<file path="src/design/ffpm_map.svh">
// Purpose: Offsets, field positions, reset values and timing of the PM block.
// Assumes: Included by bare name; definitions only.
// Notes: Summary of operation below.
// Summary of operation
// - Timer count read-only, live, resets 00FFFFFC
// - Timer ticks at 14.31818 MHz over four
// - Timer MSB toggle raises SMI when enabled
// - Timer SMI recorded in SMI status bit 0
// - Block decoded at relocatable base AC00h
// - Event block: status word then enable word
// - Control block: one 16-bit control register
// - Processor block: throttle control, C2 port
// - Bit 4 enables throttling; reserved bits zero
// - Duty code gives code times 12.5 percent
// - Duty field three bits wide at bit 0
// - Reading C2 port enters C2 state
// - C2 port reads zero, ignores writes
// - Command port at 06h forwards OS commands
// - Index/data pair maps pins to status bits
// - General event block: status then enable
// - General status raises SCI only if enabled
// - Timer bit 23 toggle sets status, SCI
// - Status bits sticky, write one clears
`ifndef FFPM_MAP_SVH
`define FFPM_MAP_SVH

// ==========================================================
// Register offsets from the relocatable base; the timer port is an absolute address
`define FFPM_BASE_DEFAULT 16'hac00
`define FFPM_OFF_THROTTLE 16'h0000
`define FFPM_OFF_C2 16'h0004
`define FFPM_OFF_RSVD5 16'h0005
`define FFPM_OFF_CMD 16'h0006
`define FFPM_OFF_PM_STS 16'h0008
`define FFPM_OFF_PM_EN 16'h000a
`define FFPM_OFF_PM_CNT 16'h000c
`define FFPM_OFF_CFG_IDX 16'h000e
`define FFPM_OFF_GEN_STS 16'h0010
`define FFPM_OFF_GEN_EN 16'h0012
`define FFPM_OFF_CFG_DATA 16'h0014
`define FFPM_TIMER_PORT 16'h121c

// ==========================================================
// Fields and reset values
`define FFPM_TIMER_W 24
`define FFPM_TIMER_RESET 24'hfffffc
`define FFPM_TIMER_MSB 23
`define FFPM_THR_EN_BIT 4
`define FFPM_DUTY_LSB 0
`define FFPM_DUTY_W 3
`define FFPM_PM_TMR_BIT 0
`define FFPM_CNT_SCI_EN 0
`define FFPM_CNT_GBL_RLS 2
`define FFPM_CNT_TYP_LSB 10
`define FFPM_CNT_SLP_EN 13
`define FFPM_CFG_IDX_FIRST 16'h0010
`define FFPM_MAP_VALID 7
`define FFPM_MAP_TARGET 6

// ==========================================================
// Timing
`define FFPM_CLK_HZ 125000000
`define FFPM_REF_HZ 14318180
`define FFPM_REF_DIV 4
`define FFPM_THR_STEP_NS 1000
`define FFPM_CLK_NS 8
`define FFPM_THR_STEP_CYC ((`FFPM_THR_STEP_NS + `FFPM_CLK_NS - 1) / `FFPM_CLK_NS)

`endif

</file>
<file path="src/design/ffpm_pkg.sv">
// Purpose: Shared types of the PM block.
// Assumes: Used with scope prefix, never imported.
// Notes: Constants live in ffpm_map.svh.
package ffpm_pkg;

	// ==========================================================
	// Types
	typedef logic [15:0] ffpm_word_t;
	typedef enum logic {
		FFPM_TGT_PM = 1'b0,
		FFPM_TGT_GEN = 1'b1
	} ffpm_target_e;

endpackage : ffpm_pkg

</file>
<file path="src/design/ffpm_timer.sv">
// Purpose: Free-running 24-bit PM timer with fractional tick generator.
// Assumes: clock at `FFPM_CLK_HZ.
// Notes: Tick jitter is one clock; long-term rate is exact.
`include "ffpm_map.svh"

module ffpm_timer (
	input wire logic clock,
	input wire logic rst_n,
	output logic [`FFPM_TIMER_W-1:0] value,
	output logic msb_toggle
);

	// ==========================================================
	// Phase accumulator
	localparam logic [27:0] INC = 28'(`FFPM_REF_HZ / `FFPM_REF_DIV);
	localparam logic [27:0] WRAP = 28'(`FFPM_CLK_HZ);

	logic [27:0] acc_q;
	logic [`FFPM_TIMER_W-1:0] cnt_q;
	logic tog_q;

	wire [27:0] acc_sum = acc_q + INC;
	wire tick = acc_sum >= WRAP;
	wire [27:0] acc_d = tick ? acc_sum - WRAP : acc_sum;
	// Wraps from all ones to zero by width
	wire [`FFPM_TIMER_W-1:0] cnt_d = tick ? cnt_q + 1'b1 : cnt_q;
	wire flip = cnt_d[`FFPM_TIMER_MSB] != cnt_q[`FFPM_TIMER_MSB];

	always_ff @(posedge clock or negedge rst_n) begin
		if (!rst_n) begin
			acc_q <= '0;
			cnt_q <= `FFPM_TIMER_RESET;
			tog_q <= 1'b0;
		end else begin
			acc_q <= acc_d;
			cnt_q <= cnt_d;
			tog_q <= flip;
		end
	end

	assign value = cnt_q;
	assign msb_toggle = tog_q;

endmodule : ffpm_timer

</file>
<file path="src/design/ffpm_evt_bank.sv">
// Purpose: Sticky status word with enable word and pending summary.
// Assumes: Strobes are single-cycle from the same clock.
// Notes: A set in the clearing cycle survives the clear.
module ffpm_evt_bank #(
	parameter int W = 16
) (
	input wire logic clock,
	input wire logic rst_n,
	input wire logic [W-1:0] set,
	input wire logic sts_wr,
	input wire logic en_wr,
	input wire logic [W-1:0] wdata,
	output logic [W-1:0] status,
	output logic [W-1:0] enable,
	output logic pending
);

	// ==========================================================
	// Storage
	logic [W-1:0] sts_q;
	logic [W-1:0] en_q;

	wire [W-1:0] clr = sts_wr ? wdata : '0;
	wire [W-1:0] sts_d = (sts_q & ~clr) | set;
	wire [W-1:0] en_d = en_wr ? wdata : en_q;

	always_ff @(posedge clock or negedge rst_n) begin
		if (!rst_n) begin
			sts_q <= '0;
			en_q <= '0;
		end else begin
			sts_q <= sts_d;
			en_q <= en_d;
		end
	end

	assign status = sts_q;
	assign enable = en_q;
	assign pending = |(sts_q & en_q);

endmodule : ffpm_evt_bank

</file>
<file path="src/design/ffpm_pm_block.sv">
// Purpose: Fixed-feature power-management register block on the I/O port.
// Assumes: io_rd/io_wr are one-cycle strobes on clock; data in low bits.
// Notes: Software must honour each register's width; sizes are not checked.
`include "ffpm_map.svh"

module ffpm_pm_block #(
	parameter logic [15:0] BASE = `FFPM_BASE_DEFAULT,
	parameter int GPIO_W = 8,
	parameter int STEP_CYCLES = `FFPM_THR_STEP_CYC
) (
	input wire logic clock,
	input wire logic rst_n,
	input wire logic [15:0] io_addr,
	input wire logic io_rd,
	input wire logic io_wr,
	input wire logic [31:0] io_wdata,
	output logic [31:0] io_rdata,
	output logic io_ack,
	input wire logic [GPIO_W-1:0] gpio_in,
	input wire logic timer_smi_enable,
	input wire logic smi_status_clear,
	output logic smi,
	output logic smi_timer_status,
	output logic sci,
	output logic c2_enter,
	output logic os_cmd_valid,
	output logic [7:0] os_cmd_data,
	output logic sleep_req,
	output logic [2:0] sleep_type,
	output logic global_release,
	output logic sci_enable,
	output logic cpu_clock_stop
);

	// ==========================================================
	// Address decode
	function automatic logic at(input logic [15:0] rel, input logic [15:0] off);
		return rel == off;
	endfunction : at

	// Relative offsets follow a relocated base
	wire [15:0] rel = io_addr - BASE;
	wire hit_thr = at(rel, `FFPM_OFF_THROTTLE);
	wire hit_c2 = at(rel, `FFPM_OFF_C2);
	wire hit_rsvd = at(rel, `FFPM_OFF_RSVD5);
	wire hit_cmd = at(rel, `FFPM_OFF_CMD);
	wire hit_pm_sts = at(rel, `FFPM_OFF_PM_STS);
	wire hit_pm_en = at(rel, `FFPM_OFF_PM_EN);
	wire hit_pm_cnt = at(rel, `FFPM_OFF_PM_CNT);
	wire hit_idx = at(rel, `FFPM_OFF_CFG_IDX);
	wire hit_gen_sts = at(rel, `FFPM_OFF_GEN_STS);
	wire hit_gen_en = at(rel, `FFPM_OFF_GEN_EN);
	wire hit_data = at(rel, `FFPM_OFF_CFG_DATA);
	wire hit_timer = io_addr == `FFPM_TIMER_PORT;

	wire wr_thr = io_wr & hit_thr;
	wire wr_cmd = io_wr & hit_cmd;
	wire wr_cnt = io_wr & hit_pm_cnt;
	wire wr_idx = io_wr & hit_idx;
	wire wr_data = io_wr & hit_data;

	// ==========================================================
	// Processor throttle control
	logic thr_en_q;
	logic [`FFPM_DUTY_W-1:0] duty_q;
	wire thr_en_d = wr_thr ? io_wdata[`FFPM_THR_EN_BIT] : thr_en_q;
	wire [`FFPM_DUTY_W-1:0] duty_d = wr_thr ?
		io_wdata[`FFPM_DUTY_LSB +: `FFPM_DUTY_W] : duty_q;

	// Eight phases per throttle period; the CPU runs duty of them
	logic [15:0] step_q;
	logic [2:0] phase_q;
	logic stop_q;
	wire step_end = step_q == 16'(STEP_CYCLES - 1);
	wire [15:0] step_d = step_end ? '0 : step_q + 16'h0001;
	wire [2:0] phase_d = step_end ? phase_q + 3'h1 : phase_q;
	// Code zero is reserved and leaves the clock running
	wire stop_d = thr_en_q & (duty_q != '0) & (phase_q >= duty_q);

	// ==========================================================
	// C2 entry, command port, control register
	logic c2_q;
	logic [7:0] cmd_q;
	logic cmd_v_q;
	logic sci_en_q;
	logic [2:0] typ_q;
	logic slp_q;
	logic rls_q;
	wire c2_d = io_rd & hit_c2;
	wire [7:0] cmd_d = wr_cmd ? io_wdata[7:0] : cmd_q;
	wire sci_en_d = wr_cnt ? io_wdata[`FFPM_CNT_SCI_EN] : sci_en_q;
	wire [2:0] typ_d = wr_cnt ? io_wdata[`FFPM_CNT_TYP_LSB +: 3] : typ_q;
	wire slp_d = wr_cnt & io_wdata[`FFPM_CNT_SLP_EN];
	wire rls_d = wr_cnt & io_wdata[`FFPM_CNT_GBL_RLS];

	// ==========================================================
	// Setup index/data and pin map
	logic [15:0] idx_q;
	logic [7:0] map_q [GPIO_W];
	wire [15:0] idx_rel = io_wdata[15:0] - `FFPM_CFG_IDX_FIRST;
	wire [15:0] cur_rel = idx_q - `FFPM_CFG_IDX_FIRST;
	// Undefined indices are dropped on write
	wire idx_ok_wr = idx_rel < 16'(GPIO_W);
	wire cur_ok = cur_rel < 16'(GPIO_W);
	wire [15:0] idx_d = (wr_idx & idx_ok_wr) ? io_wdata[15:0] : idx_q;
	wire [7:0] map_rd = cur_ok ? map_q[cur_rel[$clog2(GPIO_W)-1:0]] : 8'h00;

	// Pins cross three stages; a change counts once stages two and three agree
	logic [GPIO_W-1:0] s1_q;
	logic [GPIO_W-1:0] s2_q;
	logic [GPIO_W-1:0] s3_q;
	logic [GPIO_W-1:0] lvl_q;
	wire [GPIO_W-1:0] agree = ~(s2_q ^ s3_q);
	wire [GPIO_W-1:0] lvl_d = (lvl_q & ~agree) | (s3_q & agree);
	wire [GPIO_W-1:0] rise = lvl_d & ~lvl_q;

	// ==========================================================
	// Events
	logic [`FFPM_TIMER_W-1:0] timer_val;
	logic timer_flip;
	logic [15:0] pm_sts;
	logic [15:0] pm_en;
	logic [15:0] gen_sts;
	logic [15:0] gen_en;
	logic pm_pend;
	logic gen_pend;
	logic [15:0] pin_pm_set;
	logic [15:0] pin_gen_set;

	always_comb begin
		pin_pm_set = '0;
		pin_gen_set = '0;
		for (int i = 0; i < GPIO_W; i++) begin
			if (rise[i] & map_q[i][`FFPM_MAP_VALID]) begin
				if (map_q[i][`FFPM_MAP_TARGET] == ffpm_pkg::FFPM_TGT_GEN) begin
					pin_gen_set[map_q[i][3:0]] = 1'b1;
				end else begin
					pin_pm_set[map_q[i][3:0]] = 1'b1;
				end
			end
		end
	end

	wire [15:0] tmr_set = timer_flip ? 16'(1 << `FFPM_PM_TMR_BIT) : 16'h0000;
	wire [15:0] pm_set = pin_pm_set | tmr_set;

	ffpm_timer u_timer (
		.clock(clock),
		.rst_n(rst_n),
		.value(timer_val),
		.msb_toggle(timer_flip)
	);

	ffpm_evt_bank #(.W(16)) u_pm_evt (
		.clock(clock),
		.rst_n(rst_n),
		.set(pm_set),
		.sts_wr(io_wr & hit_pm_sts),
		.en_wr(io_wr & hit_pm_en),
		.wdata(io_wdata[15:0]),
		.status(pm_sts),
		.enable(pm_en),
		.pending(pm_pend)
	);

	ffpm_evt_bank #(.W(16)) u_gen_evt (
		.clock(clock),
		.rst_n(rst_n),
		.set(pin_gen_set),
		.sts_wr(io_wr & hit_gen_sts),
		.en_wr(io_wr & hit_gen_en),
		.wdata(io_wdata[15:0]),
		.status(gen_sts),
		.enable(gen_en),
		.pending(gen_pend)
	);

	// SMI on timer MSB toggle or global lock release; status set wins over clear
	logic smi_q;
	logic smi_sts_q;
	logic sci_q;
	wire tmr_smi = timer_flip & timer_smi_enable;
	wire smi_d = tmr_smi | rls_d;
	wire smi_sts_d = tmr_smi | (smi_sts_q & ~smi_status_clear);
	wire sci_d = pm_pend | gen_pend;

	// ==========================================================
	// Read path
	logic [31:0] rd_mux;
	always_comb begin
		rd_mux = 32'h0000_0000;
		if (hit_timer) begin
			rd_mux = {8'h00, timer_val};
		end else if (hit_thr) begin
			rd_mux[`FFPM_THR_EN_BIT] = thr_en_q;
			rd_mux[`FFPM_DUTY_LSB +: `FFPM_DUTY_W] = duty_q;
		end else if (hit_cmd) begin
			rd_mux[7:0] = cmd_q;
		end else if (hit_pm_sts) begin
			rd_mux[15:0] = pm_sts;
		end else if (hit_pm_en) begin
			rd_mux[15:0] = pm_en;
		end else if (hit_pm_cnt) begin
			// Sleep enable and lock release are write-only, read zero
			rd_mux[`FFPM_CNT_SCI_EN] = sci_en_q;
			rd_mux[`FFPM_CNT_TYP_LSB +: 3] = typ_q;
		end else if (hit_idx) begin
			rd_mux[15:0] = idx_q;
		end else if (hit_gen_sts) begin
			rd_mux[15:0] = gen_sts;
		end else if (hit_gen_en) begin
			rd_mux[15:0] = gen_en;
		end else if (hit_data) begin
			rd_mux[7:0] = map_rd;
		end else begin
			// C2 port, reserved byte and unmapped addresses read zero
			rd_mux = 32'h0000_0000;
		end
	end

	logic [31:0] rdata_q;
	logic ack_q;
	wire [31:0] rdata_d = io_rd ? rd_mux : rdata_q;
	wire ack_d = io_rd | io_wr;

	// ==========================================================
	// Registers
	always_ff @(posedge clock or negedge rst_n) begin
		if (!rst_n) begin
			thr_en_q <= 1'b0;
			duty_q <= '0;
			step_q <= '0;
			phase_q <= '0;
			stop_q <= 1'b0;
		end else begin
			thr_en_q <= thr_en_d;
			duty_q <= duty_d;
			step_q <= step_d;
			phase_q <= phase_d;
			stop_q <= stop_d;
		end
	end

	always_ff @(posedge clock or negedge rst_n) begin
		if (!rst_n) begin
			c2_q <= 1'b0;
			cmd_q <= 8'h00;
			cmd_v_q <= 1'b0;
			sci_en_q <= 1'b0;
			typ_q <= 3'h0;
			slp_q <= 1'b0;
			rls_q <= 1'b0;
		end else begin
			c2_q <= c2_d;
			cmd_q <= cmd_d;
			cmd_v_q <= wr_cmd;
			sci_en_q <= sci_en_d;
			typ_q <= typ_d;
			slp_q <= slp_d;
			rls_q <= rls_d;
		end
	end

	always_ff @(posedge clock or negedge rst_n) begin
		if (!rst_n) begin
			idx_q <= 16'h0000;
			for (int i = 0; i < GPIO_W; i++) begin
				map_q[i] <= 8'h00;
			end
		end else begin
			idx_q <= idx_d;
			if (wr_data & cur_ok) begin
				map_q[cur_rel[$clog2(GPIO_W)-1:0]] <= io_wdata[7:0];
			end
		end
	end

	always_ff @(posedge clock or negedge rst_n) begin
		if (!rst_n) begin
			s1_q <= '0;
			s2_q <= '0;
			s3_q <= '0;
			lvl_q <= '0;
		end else begin
			s1_q <= gpio_in;
			s2_q <= s1_q;
			s3_q <= s2_q;
			lvl_q <= lvl_d;
		end
	end

	always_ff @(posedge clock or negedge rst_n) begin
		if (!rst_n) begin
			smi_q <= 1'b0;
			smi_sts_q <= 1'b0;
			sci_q <= 1'b0;
			rdata_q <= 32'h0000_0000;
			ack_q <= 1'b0;
		end else begin
			smi_q <= smi_d;
			smi_sts_q <= smi_sts_d;
			sci_q <= sci_d;
			rdata_q <= rdata_d;
			ack_q <= ack_d;
		end
	end

	// ==========================================================
	// Outputs
	assign io_rdata = rdata_q;
	assign io_ack = ack_q;
	assign smi = smi_q;
	assign smi_timer_status = smi_sts_q;
	assign sci = sci_q;
	assign c2_enter = c2_q;
	assign os_cmd_valid = cmd_v_q;
	assign os_cmd_data = cmd_q;
	assign sleep_req = slp_q;
	assign sleep_type = typ_q;
	assign global_release = rls_q;
	assign sci_enable = sci_en_q;
	assign cpu_clock_stop = stop_q;

endmodule : ffpm_pm_block

</file>
<file path="config.mk">
export PLATFORM = sky130hd
export DESIGN_NAME = ffpm_pm_block
export DESIGN_NICKNAME = d
export VERILOG_FILES = /design/src/design/ffpm_pkg.sv /design/src/design/ffpm_timer.sv /design/src/design/ffpm_evt_bank.sv /design/src/design/ffpm_pm_block.sv
export VERILOG_INCLUDE_DIRS = /design/src /design/src/design
export SDC_FILE = /design/constraint.sdc
export NUM_CORES = 1
export LEC_CHECK = 0
export ABC_AREA = 1
export BUFFER_PORTS_ARGS = -buffer_cell sky130_fd_sc_hd__buf_2
export CAP_MARGIN = 10
export CORE_MARGIN = 4
export CORE_UTILIZATION = 35
export CTS_CLUSTER_SIZE = 8
export DETAILED_ROUTE_END_ITERATION = 10
export HOLD_SLACK_MARGIN = 0.1
export PLACE_DENSITY_LB_ADDON = 0.1
export SYNTH_ARGS = -nofsm -noshare
export SYNTH_HDL_FRONTEND = slang
export SYNTH_SLANG_ARGS = --single-unit
</file>
<file path="constraint.sdc">
create_clock -name clock -period 3.6 [get_ports clock]
set_clock_uncertainty 0.2 [all_clocks]
set_input_delay 0.18 -clock clock [delete_from_list [all_inputs] [get_ports clock]]
set_output_delay 0.18 -clock clock [all_outputs]
set_load 0.02 [all_outputs]
</file>
==> impl_metrics.toml, run 1 <==
[status]
status = "complete, no violations"

[placement]
io_buffers = 90
place_area_um2 = 19900
post-dp-hpwl_um = 59800
place_worst_setup_slack_ps = 426
gp_congestion = 1.07

[worst_setup_path]
crit_path_max_incr_delay_ps = 390
cp.required_ps = 3900
worst_setup_path_start_kind = "flip-flop"
crit_fanout = 47
critPathBufInv = 2
crit_arrival_ps = 3490
worst_path_most_repeated_cell = "nand2_1"
critical-path-top-delay-family = "simple AND/OR/NAND/NOR gates"
worst-r2r-cell-count = 16
cp-end-kind = "flip-flop"
r2r-start = "u_timer.acc_q[0]"
path_cells = "ha_1 > nand2_1 > nand2_1 > nand2_1 > nand2_1 > nand2_1 > nand2_1 > or2_1 > nand2_1 > nand2_1 > inv_1 > nand3_4 > nand3_4 > buf_12 > nand2_1 > o21ai_2"
crit_slowest_cell = "dfrtp_1"
timing.rr.end = "u_timer.value[2]"
r2r_slack_ps = 410
crit_type = "reg2reg"
crit_start = "u_timer.acc_q[0]"

[clock_network]
numCtsBuffers = 43
cts_tree = "built"
post-cts-setup-buffer-count = 0
cts-root-buf = "clkbuf_16"
clock_sinks = 297
clk_latency_ps = 560
htree_levels = 2
clk_pin_slew_ps = 50
clock_path_buffers = 3

[global_routing]
grt_max_degree = 81
antenna_found_initial = 1
grtUsageTotal = 0.264
grt_pass1_vias = 18000
overflow = 0
grt_first_pass_wirelength_um = 114000

[sta]
relSlewSlack = 0.360
fmax_ghz = 0.313
fin_tns_setup_ps = 0
worst_pin_slew_ps = 951
drv_slew = 0
fin_crit_sh = 0.887
rsz0062_at_grt = "false"
fin_ws_ps = 407
period_minus_slack_ps = 3190
setup_viol = 0
hold_violations = 0

[logic_synthesis]
ys_warn_count = 0
avgSynthCellArea_um2 = 7.15
synth_edf_count = 0
synthCells = 2581
synthDistinctLibCells = 59
async_reset_ff_frac = 1.00
netlist_top_cells_area = "dfrtp_1 37%, nand2_1 13%, inv_1 6.5%, nor2_1 6.3%, o21ai_0 5.4%"
synth_top_area_share = 0.373
yosysTopAreaCell = "dfrtp_1"
ys_seq_area_frac = 0.404
ys_seq_elements = 297
synth_ff_type = "dfrtp_1"
synth_area_um2 = 18400

[route]
dr.pass1.iters = 6
vias_per_cell = 5.47
drc = 0
ant_nets = 0
dr_total_vias = 18800
drt_iter0_markers = 1999
routedWlPerCell_um = 22.1
wirelength_um = 76300

[floorplanning]
io_pins = 115
coreArea_um2 = 51700
fp.dieArea_um2 = 56400
die_w_um = 238
num_rows = 83
initial_core_util = 0.357
chipHeight_um = 238

[pwr]
p_per_area_nw_per_um2 = 345
power_leakage_nw = 9.86
power_mw = 7.43
peakVddDrop_mv = 0.363

[final_layout]
multi_input_area_um2 = 9370
diodes = 0
layout_commonest_cell = "nand2_1"
n_fill_cell = 5484
final_area_um2 = 21600
seq_area_um2 = 7460
final_nets = 2821
area_growth_pct = 16.9
drive_gt1_frac = 0.126
final_cell_mix = "634 x nand2_1, 320 x inv_1, 308 x nor2_1"

[worst_hold_path]
hold_end = "io_rdata[14]"
min_from = "io_addr[2]"
hold_class = "in2reg"
hold_depth = 6

[flow_run]
max-cap-violations = 0
## metal layers
layer / up-vias / global-route usage / routed length (um)
met5: - / 0 / 0
met4: 0 / 0.0837 / 2580
met3: 132 / 0.0404 / 5170
met2: 709 / 0.398 / 32700
met1: 9089 / 0.391 / 35800
li1: 8897 / - / -
## logic make-up after synthesis
kind of cell,Yosys count,share of synthesized area
AOI/OAI and AO/OA,438,0.150
xor gates and xnor gates,42,0.0199
adders and majority gates,15,0.00950
buffers and inverters,419,0.0899
DFF,297,0.404
other,1,0.000203
and+or+nand+nor,1369,0.326
## sequential cells by signal, indices dropped and copies added, names as in the netlist, 8 cells and up
register and count:
s1_q 8, u_timer.value 24, u_gen_evt.enable 16, u_timer.acc_q 28, u_gen_evt.status 16, s2_q 8, io_rdata 24, idx_q 16
u_pm_evt.status 16, os_cmd_data 8, step_q 16, u_pm_evt.enable 16, lvl_q 8, map_q 64, s3_q 8
## tightest hold or removal path, delay by kind of cell
| kind | cells | cell delay (ps) |
|---|---|---|
| buffers and inverters | 2 | 220 |
| AND/OR/NAND/NOR | 2 | 160 |
| AO/OA/AOI/OAI | 2 | 290 |
## cells in the mapped netlist (all sizes together) (2+ instances only)
cell,number
or2,13
o221ai,4
nand3,176
a22o,7
o31ai,9
o211ai,6
o32ai,5
a2111oi,11
nand3b,5
nor3,52
a21oi,50
o2111ai,10
xor2,40
xnor2,2
a31oi,12
o21ai,240
clkinv,10
ha,10
buf,19
o311ai,2
a311oi,5
dfrtp,275
inv,333
clkbuf,57
nor2,322
nand2,684
a211oi,8
a32o,13
o22ai,35
maj3,5
a221oi,16
nand4,82
nor4,28
dfstp,22
nor3b,4
## stage by stage
step,util,hold WS [ps],cells
after floorplan,-,-316,2588
after global placement,0.384,59.6,3338
after detailed placement,0.384,59.9,3338
after CTS,0.417,117,3443
after global routing,0.417,147,3443
final,0.417,124,3443
## how the worst max path moves through the flow
stage	end	slack, ps	cells past startpoint
finish	u_timer.value[2]	410	16
floorplan	u_timer.acc_q[23]	1010	17
CTS	u_timer.value[23]	430	17
global placement	u_timer.value[23]	440	17
detailed placement	u_timer.value[23]	430	17
global route	u_timer.value[23]	130	17
## cell type report
type | count | area share
Clock buffer | 56 | 0.0536
Clock inverter | 3 | 0.00255
Inverter | 343 | 0.0597
Multi-Input combinational cell | 1872 | 0.435
Sequential cell | 297 | 0.346
Tap cell | 680 | 0.0395
Timing Repair Buffer | 192 | 0.0640
## report_power, final
group,switching [mW],leakage [nW],internal [mW]
Sequential,0.0166,3.70,3.38
Clock,1.48,0.588,2.28
Combinational,0.199,5.57,0.0815
## timing repair
item,4_1_cts,5_1_grt
hold buffers,46,0
setup endpoints to repair,0,0
resized for setup,0,0
hold endpoints to repair,341,0
No activity file was read; power rests on OpenSTA's default activity.
==> run 2: changes to the inputs <==
--- a/config.mk
+++ b/config.mk
@@ -11,6 +11,7 @@
 export CAP_MARGIN = 10
 export CORE_MARGIN = 4
 export CORE_UTILIZATION = 35
+export CTS_BUF_LIST = sky130_fd_sc_hd__clkbuf_4
 export CTS_CLUSTER_SIZE = 8
 export DETAILED_ROUTE_END_ITERATION = 10
 export HOLD_SLACK_MARGIN = 0.1
==> impl_metrics.toml, run 2 (same netlist as run 1, synthesis figures left out) <==
[worst_hold_path]
hold_class = "in2reg"
hold_end = "io_rdata[13]"
min_from = "io_addr[4]"
hold_depth = 8

[worst_setup_path]
r2r-start = "u_timer.acc_q[0]"
worst-r2r-cell-count = 16
cp.required_ps = 4120
worst_setup_path_start_kind = "primary input"
crit_fanout = 6
r2r_slack_ps = 390
crit_arrival_ps = 3950
timing.rr.end = "u_timer.value[3]"
cp-end-kind = "flip-flop"
crit_type = "in2reg"

[floorplanning]
num_rows = 83
initial_core_util = 0.357
fp.dieArea_um2 = 56400
io_pins = 115
die_w_um = 238
coreArea_um2 = 51700
chipHeight_um = 238

[global_routing]
grt_first_pass_wirelength_um = 116000
grt_max_degree = 78
grt_pass1_vias = 18600
antenna_found_initial = 1
overflow = 0
grtUsageTotal = 0.268

[placement]
post-dp-hpwl_um = 59800
place_worst_setup_slack_ps = 426
gp_congestion = 1.07
dp.cells = 3338
io_buffers = 90

[clock_network]
clock_path_buffers = 3
numCtsBuffers = 85
cts_tree = "built"
cts-root-buf = "clkbuf_4"
post-cts-setup-buffer-count = 0
clock_sinks = 297
clk_latency_ps = 790
htree_levels = 3
clk_pin_slew_ps = 60

[route]
wirelength_um = 77200
drc = 0
dr_total_vias = 19300
routedWlPerCell_um = 21.6
ant_nets = 0
vias_per_cell = 5.42
dr.pass1.iters = 6
drt_iter0_markers = 2010

[final_layout]
area_growth_pct = 18.1
drive_gt1_frac = 0.151
n_fill_cell = 5565
final_nets = 2896
final_cell_mix = "633 x nand2_1, 320 x inv_1, 308 x nor2_1"
largest_reg_flops = 64
top_register = "map_q"
layout_commonest_cell = "nand2_1"
stdcell_count = 3569
seq_area_um2 = 7460
reg_top3 = "map_q x64, u_timer.acc_q x28"
multi_input_area_um2 = 9380

[sta]
fin_ws_ps = 169
period_minus_slack_ps = 3430
hold_violations = 0
fin_crit_sh = 0.953
setup_viol = 0
rsz0062_at_grt = "false"
holdWs_ps = 138
relSlewSlack = 0.382
worst_pin_slew_ps = 915
fin_tns_setup_ps = 0
fmax_ghz = 0.291
drv_slew = 0

[flow_run]
max-cap-violations = 0

[pwr]
power_leakage_nw = 10.1
p_per_area_nw_per_um2 = 316
peakVddDrop_mv = 0.214

[status]
status = "complete, no violations"
run 2: cell count changes in the layout (fill, tap and decap cells not counted), moves of 2 or more:
cell / delta
clkbuf_4: +123
clkbuf_16: -44
dlygate4sd3_1: +32
clkinv_1: +18
clkbuf_1: -11
inv_2: +4
clkinv_2: +3
diode_2: +2
run 2: per-layer routing:
layer  part of all wire  global-route usage
met2               0.43               0.406
met5                  0                   0
met1               0.46               0.389
met3              0.072              0.0490
met4              0.034              0.0899
run 2: worst max path at each step:
| stage | cells past startpoint | slack, ps | endpoint | startpoint |
|---|---|---|---|---|
| final | 15 | 170 | io_rdata[8] | io_addr[7] |
| after floorplan | 17 | 1010 | u_timer.acc_q[23] | u_timer.acc_q[0] |
| after global routing | 15 | 40 | io_rdata[9] | io_addr[7] |
| after global placement | 17 | 440 | u_timer.value[23] | u_timer.acc_q[0] |
| after CTS | 12 | 60 | io_rdata[8] | io_addr[7] |
| after detailed placement | 17 | 430 | u_timer.value[23] | u_timer.acc_q[0] |
run 2: power breakdown:
| group | total [mW] | leakage, nW | internal, mW | switching [mW] |
|---|---|---|---|---|
| Clock | 3.20 | 0.651 | 1.71 | 1.50 |
| Combinational | 0.304 | 5.72 | 0.0999 | 0.204 |
| Sequential | 3.39 | 3.70 | 3.37 | 0.0165 |
run 2: repair_timing:
item / in CTS / in global routing
hold endpoints to repair: 483 / 0
hold buffers: 79 / 0
setup endpoints to repair: 0 / 3
resized for setup: 0 / 2
run 2: through the flow:
stage          area, um2   util  total power [mW]
2_1_floorplan      18500      -              3.53
3_3_place_gp       19900  0.384              3.70
3_5_place_dp       19900  0.384              3.70
4_1_cts            21800  0.421              7.04
5_1_grt            21800  0.421              7.25
6_report           21800  0.421              6.89
run 2: final cells by class:
cell class | instances | share of cell area
Sequential cell | 297 | 0.342
Multi-Input combinational cell | 1872 | 0.430
Timing Repair Buffer | 225 | 0.0793
Clock inverter | 27 | 0.00724
Antenna cell | 2 | 0.000230
Inverter | 343 | 0.0591
Tap cell | 680 | 0.0391
Clock buffer | 123 | 0.0424
run 2: critical path, cell delays in order:
cell and delay, ps:
dlygate4sd3_1 530, buf_2 120, nor2_1 110, dlygate4sd3_1 580, nand2_2 110, nor4_1 160, dlygate4sd3_1 580, nand2_1 40
dlygate4sd3_1 570, inv_1 110, nand2_1 60, o2111ai_1 90, dlygate4sd3_1 580, nand2_1 60, nand2_1 70
